`config.mk`:
```
export PLATFORM = sky130hd
export DESIGN_NAME = ssg_ground_seq_flat
export DESIGN_NICKNAME = d
export VERILOG_FILES = /design/src/include/ssg_pkg.sv /design/src/include/ssg_link_if.sv /design/src/rtl/ssg_ground_seq.sv /design/src/flat_wrapper.sv
export SDC_FILE = /design/constraint.sdc
export NUM_CORES = 1
export LEC_CHECK = 0
export BUFFER_PORTS_ARGS = -buffer_cell sky130_fd_sc_hd__buf_2
export CAP_MARGIN = 20
export CORE_UTILIZATION = 55
export CTS_CLUSTER_DIAMETER = 30
export DETAILED_ROUTE_END_ITERATION = 16
export PLACE_DENSITY = 0.75
export SLEW_MARGIN = 20
export SYNTH_ARGS = -nofsm -noshare
export SYNTH_HDL_FRONTEND = slang
export SYNTH_SLANG_ARGS = --single-unit
export TNS_END_PERCENT = 5
```
`constraint.sdc`:
```
create_clock -name mclk -period 2.65 [get_ports mclk]
set_clock_uncertainty 0.1 [all_clocks]
set_input_delay 0.265 -clock mclk [delete_from_list [all_inputs] [get_ports mclk]]
set_output_delay 0.265 -clock mclk [all_outputs]
set_load 0.1 [all_outputs]
```
`src/include/ssg_pkg.sv`:
```
// Shared constants and types for the slow-scan ground sequencer link
`default_nettype none
package ssg_pkg;

   // ------------------------------------------------------------
   // Timing
   // ------------------------------------------------------------
   localparam int unsigned CLK_HZ           = 10_000_000;
   localparam int unsigned FRAME_TIME_US    = 33_333;
   localparam int unsigned FRAME_CYC_32     =
      (FRAME_TIME_US * (CLK_HZ / 1_000_000));
   localparam int unsigned FIELD_CYC_32     = FRAME_CYC_32 / 2;
   localparam int unsigned BURST_TIME_US    = 100;
   localparam int unsigned BURST_CYC_32     =
      (BURST_TIME_US * (CLK_HZ / 1_000_000));

   // ------------------------------------------------------------
   // Counts
   // ------------------------------------------------------------
   localparam logic [9:0] BLANK_LINES       = 10'h025;
   localparam logic [9:0] VIDEO_LINES       = 10'h1E8;
   localparam logic [3:0] ERASE_FIELDS      = 4'h0B;
   localparam logic [2:0] POST_FRAMES       = 3'h4;
   localparam logic [2:0] PRE_FRAMES        = 3'h2;
   localparam logic [2:0] RATE_COUNT        = 3'h6;
   localparam logic [2:0] RATE_RESET        = 3'h0;
   localparam logic [15:0] LINE_PER_RATE_0  = 16'h0A00;

   typedef logic [2:0] ssg_rate_t;

endpackage
`default_nettype wire

```
`src/include/ssg_link_if.sv`:
```
// Link between the airborne processor and the ground sequencer
`timescale 1ns/1ns
`default_nettype none
interface ssg_link_if;
   logic burst;
   logic hblank;
   logic video_valid;
   logic [7:0] video;

   modport air (
      output burst,
      output hblank,
      output video_valid,
      output video
   );
   modport ground (
      input  burst,
      input  hblank,
      input  video_valid,
      input  video
   );
endinterface
`default_nettype wire

```
`src/rtl/ssg_ground_seq.sv`:
```
// Ground end: burst detect, line strip and converter ping-pong control
`timescale 1ns/1ns
`default_nettype none
// Notes on behaviour
// - Power-up erases both converters, picks one first
// - Far end opens each frame with burst
// - Far end sends gap, 37 blank, 488 lines
// - Far end waits four frame times after video
// - Burst starts write logic, target into write
// - Strip first 37 line pulses, then write
// - Sweep slope follows six-way rate selector
// - After 488 lines converter goes to display
// - Converters alternate write and display roles
// - Displayed unit is master, other slaves sync
// - Finished write starts 11-field erase on other
// - Hold after frame ends, stop seeking bursts
// - Reset-hold acts like burst while held
// - Far end cycles prime, write, sync, read
// - Far end times cycles by frame pulses
// - Far end hold freezes last stored frame
// - Far end read rate from 3-bit select
module ssg_ground_seq #(
   parameter int unsigned FIELD_CYC = ssg_pkg::FIELD_CYC_32
) (
   input  wire logic        mclk,
   input  wire logic        sys_rst,
   ssg_link_if.ground       link,
   input  wire logic [2:0]  rate_sel,
   input  wire logic        hold_cmd,
   input  wire logic        reset_hold_cmd,
   output logic [1:0]       write_mode,
   output logic [1:0]       read_mode,
   output logic [1:0]       erase_mode,
   output logic [1:0]       sync_master,
   output logic             sweep_en,
   output logic [7:0]       write_video,
   output logic             write_video_valid,
   output logic [2:0]       sweep_rate,
   output logic             held
);

   // ------------------------------------------------------------
   // State
   // ------------------------------------------------------------
   typedef enum {G_BOOT, G_SEEK, G_STRIP, G_WRITE, G_HOLD} ssg_gnd_e;
   ssg_gnd_e state_ff;

   logic [9:0] blank_ff;
   logic [9:0] line_ff;
   logic       target_ff;
   logic       shown_ff;
   logic       shown_ok_ff;
   logic [1:0] erase_ff;
   logic [3:0] fld_ff [2];
   logic [31:0] tmr_ff;
   logic       hold_pend_ff;
   logic [2:0] rate_ff;
   logic       start;
   logic       done;
   logic       hb_prev_ff;
   logic       hb_rise;

   assign hb_rise = link.hblank && !hb_prev_ff;
   // Reset-hold stands in for the burst only while held
   assign start = (state_ff == G_SEEK && link.burst) ||
                  (state_ff == G_HOLD && reset_hold_cmd);
   assign done  = (state_ff == G_WRITE) && hb_rise &&
                  (line_ff == ssg_pkg::VIDEO_LINES - 10'h001);

   always_ff @(posedge mclk or posedge sys_rst) begin
      if (sys_rst) begin
         hb_prev_ff <= 1'b0;
      end else begin
         hb_prev_ff <= link.hblank;
      end
   end

   // ------------------------------------------------------------
   // Frame sequence
   // ------------------------------------------------------------
   always_ff @(posedge mclk or posedge sys_rst) begin
      if (sys_rst) begin
         state_ff <= G_BOOT;
         blank_ff <= 10'h000;
         line_ff  <= 10'h000;
      end else begin
         unique case (state_ff)
            G_BOOT: if (erase_ff == 2'b00) begin
               state_ff <= G_SEEK;
            end
            G_SEEK, G_HOLD: if (start) begin
               state_ff <= G_STRIP;
               blank_ff <= 10'h000;
               line_ff  <= 10'h000;
            end
            G_STRIP: if (hb_rise) begin
               blank_ff <= blank_ff + 10'h001;
               if (blank_ff == ssg_pkg::BLANK_LINES - 10'h001) begin
                  state_ff <= G_WRITE;
               end
            end
            G_WRITE: if (hb_rise) begin
               line_ff <= line_ff + 10'h001;
               if (done) begin
                  state_ff <= (hold_pend_ff || hold_cmd) ? G_HOLD
                                                         : G_SEEK;
               end
            end
         endcase
      end
   end

   // Hold request latched; takes effect only at frame end
   always_ff @(posedge mclk or posedge sys_rst) begin
      if (sys_rst) begin
         hold_pend_ff <= 1'b0;
      end else if (hold_cmd) begin
         hold_pend_ff <= 1'b1;
      end else if (state_ff == G_HOLD) begin
         hold_pend_ff <= 1'b0;
      end
   end

   // ------------------------------------------------------------
   // Converter roles
   // ------------------------------------------------------------
   always_ff @(posedge mclk or posedge sys_rst) begin
      if (sys_rst) begin
         target_ff   <= 1'b0;
         shown_ff    <= 1'b1;
         shown_ok_ff <= 1'b0;
      end else if (done) begin
         shown_ff    <= target_ff;
         target_ff   <= ~target_ff;
         shown_ok_ff <= 1'b1;
      end
   end

   always_ff @(posedge mclk or posedge sys_rst) begin
      if (sys_rst) begin
         rate_ff <= ssg_pkg::RATE_RESET;
      end else if (start) begin
         rate_ff <= (rate_sel > 3'h5) ? 3'h5 : rate_sel;
      end
   end

   // Field timer shared by both erase counters
   always_ff @(posedge mclk or posedge sys_rst) begin
      if (sys_rst) begin
         tmr_ff <= 32'h0000_0000;
      end else if (tmr_ff >= FIELD_CYC - 1) begin
         tmr_ff <= 32'h0000_0000;
      end else begin
         tmr_ff <= tmr_ff + 32'h0000_0001;
      end
   end

   // Erase runs a fixed field count; a field in progress may add one
   for (genvar u = 0; u < 2; u++) begin : g_unit
      always_ff @(posedge mclk or posedge sys_rst) begin
         if (sys_rst) begin
            fld_ff[u]   <= ssg_pkg::ERASE_FIELDS;
            erase_ff[u] <= 1'b1;
         end else if (done && u != int'(target_ff)) begin
            fld_ff[u]   <= ssg_pkg::ERASE_FIELDS;
            erase_ff[u] <= 1'b1;
         end else if (erase_ff[u] && tmr_ff == 32'h0000_0000) begin
            // Ends on the twelfth field tick, so eleven whole fields run
            if (fld_ff[u] == 4'h0) begin
               erase_ff[u] <= 1'b0;
            end else begin
               fld_ff[u] <= fld_ff[u] - 4'h1;
            end
         end
      end

      always_comb begin
         write_mode[u]  = (state_ff == G_STRIP || state_ff == G_WRITE) &&
                          (u == int'(target_ff));
         read_mode[u]   = shown_ok_ff && (u == int'(shown_ff));
         erase_mode[u]  = erase_ff[u];
         sync_master[u] = (u == int'(shown_ff));
      end
   end

   // ------------------------------------------------------------
   // Write path
   // ------------------------------------------------------------
   always_ff @(posedge mclk or posedge sys_rst) begin
      if (sys_rst) begin
         write_video       <= 8'h00;
         write_video_valid <= 1'b0;
      end else begin
         write_video       <= link.video;
         write_video_valid <= (state_ff == G_WRITE) && link.video_valid;
      end
   end

   always_comb begin
      sweep_en   = (state_ff == G_WRITE);
      sweep_rate = rate_ff;
      held       = (state_ff == G_HOLD);
   end

endmodule
`default_nettype wire
```
`src/flat_wrapper.sv`:
```
// flat-port wrapper written by rule: the top's interface ports become plain ports
module ssg_ground_seq_flat 
#(
   parameter int unsigned FIELD_CYC = ssg_pkg::FIELD_CYC_32
)
  (mclk, sys_rst, rate_sel, hold_cmd, reset_hold_cmd, write_mode, read_mode, erase_mode, sync_master, sweep_en, write_video, write_video_valid, sweep_rate, held, link_burst, link_hblank, link_video_valid, link_video);
  ssg_link_if link_i ();
  input  wire logic mclk;
  input  wire logic sys_rst;
  input  wire logic [2:0] rate_sel;
  input  wire logic hold_cmd;
  input  wire logic reset_hold_cmd;
  output logic [1:0] write_mode;
  output logic [1:0] read_mode;
  output logic [1:0] erase_mode;
  output logic [1:0] sync_master;
  output logic sweep_en;
  output logic [7:0] write_video;
  output logic write_video_valid;
  output logic [2:0] sweep_rate;
  output logic held;
  input wire logic [$bits(link_i.burst)-1:0] link_burst;
  input wire logic [$bits(link_i.hblank)-1:0] link_hblank;
  input wire logic [$bits(link_i.video_valid)-1:0] link_video_valid;
  input wire logic [$bits(link_i.video)-1:0] link_video;
  assign link_i.burst = link_burst;
  assign link_i.hblank = link_hblank;
  assign link_i.video_valid = link_video_valid;
  assign link_i.video = link_video;
  ssg_ground_seq #(.FIELD_CYC(FIELD_CYC)) u_core (.mclk(mclk), .sys_rst(sys_rst), .link(link_i), .rate_sel(rate_sel), .hold_cmd(hold_cmd), .reset_hold_cmd(reset_hold_cmd), .write_mode(write_mode), .read_mode(read_mode), .erase_mode(erase_mode), .sync_master(sync_master), .sweep_en(sweep_en), .write_video(write_video), .write_video_valid(write_video_valid), .sweep_rate(sweep_rate), .held(held));
endmodule
```
==> impl_results.md <==
- Outcome: finished, final reports clean
- Share of cells above drive strength 1: 19.10%
- Hold Vio Cnt, Final: 0
- M1 GR Usage: 26.18%
- Worst Reg2Reg Path Length in Cells: 5
- Largest family of logic cells by synthesized area: simple AND/OR/NAND/NOR gates
- Post-synth cell types: 55
- Part of the Yosys area used for sequential elements: 54.03%
- WL/cell: 13.37 um
- Total power: 2.839 mW
- Fin util: 66.72%
- Largest net degree at the start of global routing: 36
- Yosys top cell by area: dfrtp_1
- Synth-to-Final Area Change: 18.05%
- Fin crit period: 2.233 ns
- Finished layout cell area: 4508 sq um
- Hold depth: 2
- GRT Util Overall: 21.13%
- Hold endpoint: u_core.hold_pend_ff
- Top cells by area in the synthesized netlist: dfrtp_1, dfstp_2, nor2_1
- Setup TNS: 0 ns
- Gr busiest metal: met2
- Routing usage on met3: 5.253%
- Ys Warns: 0
- Cell with the most instances after synthesis: dfrtp_1
- CP max FO: 8
- Fmax: 0.4477 GHz
- Num CTS Buffers: 9
- Top-Level Pins: 40
- Crit path launch type: flop
- Post-DP HPWL: 4816 um
- Post-Synth Simple-Gate Area: 23.62%
- Gp weighted congestion: 0.8235
- Drt drc: 0
- Drt via density: 5.408
- R2R setup slack: 0.42 ns
- Die width: 85.33 um
- Synth top cells by count: dfrtp_1, nor2_1, nand2_1
- Die Y-Extent: 85.33 um
- First-pass GRT wire length: 12100 um
- Clock Path Buffers: 2
- DR vias: 2839
- Synth Area in Compound Gates: 8.486%
- CTS clk-pin slew, worst paths: 0.08 ns
- RR Endpoint: u_core.fld_ff[2]
- Met2 Use GR: 36.07%
- Slew Viols, Final: 0
- Period utilization: 84.28%
- Drt total wl: 7018 um
- Max_cap viols: 0
- Async set-reset flop share out of synthesis: 100.0%
- Root Buffer: clkbuf_8
- Top_reg_cell synth: dfrtp_1
- VDD IR max: 332.6 uV
- Std cell rows: 30
- CP arrival: 2.39 ns
- Final ANT Viol Nets: 0
- Latest clock arrival within the worst-skew pair: 0.33 ns
- Least-Margin Pin Slew: 0.7383 ns
- Xor/xnor share of the synthesized area: 6.651%
- Cell Area, Placed: 4179 sq um
- # Post-CTS Setup Buffers: 0
- Worst Path Required: 2.81 ns
- Hold path startpoint: hold_cmd
- # setup viols final: 0
- Antenna fix cells: 0
- Syn Area/Cell: 10.27 sq um
- Post-Syn Instances: 372
- Hold_ws: 0.02602 ns
- Resized cells post-CTS: 0
- Clock Sinks: 82
- Synth Register Bits: 82
- Synth Cell Area: 3819 sq um
- P per Cell Area: 629.8 nW/um^2
- CTS tree: done
- Mux cell area share after synthesis: 0.8847%
- Starting density of the core: 56.52%
- Core area: 6756 sq um
- Nets: 467
- Share of the synthesized area in the top cell type: 47.84%
- Leak: 2.101 nW
- H-tree levels: 3
- Antenna violations before repair: 0
- RR Startpoint: u_core.tmr_ff[28]
- Kind of critical path: reg -> reg
- CP endpoint kind: flop
- Die Area: 7280 sq um
- Fillers: 523
- Hold_buf cts: 10
- PortBufs: 39
- Synth Area in Adders: 2.949%
- Worst min path class: in -> reg
- Drt pass-1 iters: 4
- RSZ-0062 raised after global routing: false
- Grt ovf: 0
- Vias in the first global route: 2770
- Post-synth EDFFs: 0
- Slew Limit Headroom: 50.77%
- Initial DRC count: 175
[power by group]
part           internal [mW]  leakage (nW)  total [mW]  switching, mW
registers               1.32          1.04        1.37         0.0558
logic                  0.100         0.951       0.423          0.323
clock network          0.629         0.112        1.04          0.413
[how the worst max path moves through the flow]
stage	startpoint	endpoint	slack, ns
final	u_core.tmr_ff[28]	u_core.fld_ff[2]	0.42
after global routing	u_core.tmr_ff[28]	u_core.fld_ff[2]	0.27
after CTS	u_core.tmr_ff[28]	u_core.fld_ff[6]	0.43
after detailed placement	u_core.tmr_ff[28]	u_core.fld_ff[6]	0.48
after global placement	u_core.tmr_ff[28]	u_core.fld_ff[6]	0.51
after floorplan	u_core.state_ff[1]	u_core.fld_ff[2]	-0.19
[critical path, stage by stage (launching register included)]
cell and delay (ns):
dfrtp_1 0.36, nor4_1 0.35, nand4_2 0.28, or4_1 0.59, or3_1 0.32, a21boi_1 0.14
[per-layer routing]
layer	routed length (um)	vias up
met1	3259	1380
met2	3464	49
li1	-	1404
met3	228	6
met4	65	0
met5	0	-
[through the flow]
| stage | instances | setup WS (ns) |
|---|---|---|
| after CTS | 525 | 0.4278 |
| after global routing | 525 | 0.2711 |
| after detailed placement | 499 | 0.4775 |
| after global placement | 499 | 0.5118 |
| after floorplan | 385 | -0.1874 |
| final | 525 | 0.4165 |
[cell usage in the layout, fill, tap and decap left out, types with 4 or more instances in the layout]
cell,synthesis,routed
a21oi_1,12,11
and2_1,5,5
and3_1,11,11
and4_1,6,6
buf_2,0,39
buf_4,1,7
clkbuf_1,10,4
clkbuf_8,0,9
conb_1,1,14
dfrtp_1,73,73
dfstp_2,9,9
dlygate4sd3_1,0,10
ha_1,9,9
inv_1,20,19
nand2_1,35,35
nand2b_1,4,4
nand3_1,8,8
nand3b_1,4,4
nand4_1,5,5
nor2_1,47,47
nor2b_1,4,4
nor3_1,6,5
nor4_1,5,5
o2111ai_1,4,4
o21ai_0,18,18
or3_1,6,6
xnor2_1,9,9
xor2_1,20,20
[flip-flops by register name (all words and copies together), names as in the netlist]
name and flops:
u_core.write_video 8, u_core.fld_ff 8, u_core.hb_prev_ff 1, u_core.blank_ff 10, u_core.target_ff 1, u_core.state_ff 3
u_core.shown_ok_ff 1, u_core.sweep_rate 3, u_core.shown_ff 1, u_core.write_video_valid 1, u_core.hold_pend_ff 1, u_core.line_ff 10
u_core.erase_mode 2, u_core.tmr_ff 32
[cell type report]
| class | count | area [sq um] | share of cell area [%] |
|---|---|---|---|
| sequential | 82 | 2063 | 45.77 |
| multi-input combinational | 271 | 1692 | 37.52 |
| timing repair buffer | 56 | 347.8 | 7.716 |
| clock buffer | 13 | 138.9 | 3.081 |
| tap | 80 | 100.1 | 2.220 |
| clock inverter | 3 | 90.09 | 1.998 |
| inverter | 20 | 76.32 | 1.693 |
[logic make-up after synthesis]
group | count (synthesis)
flops | 82
mux | 3
buf+inv | 32
simple gates | 164
fa+ha+maj | 9
compound gates | 52
xor+xnor | 29
other cells | 1
No activity file was read; power rests on OpenSTA's default activity.
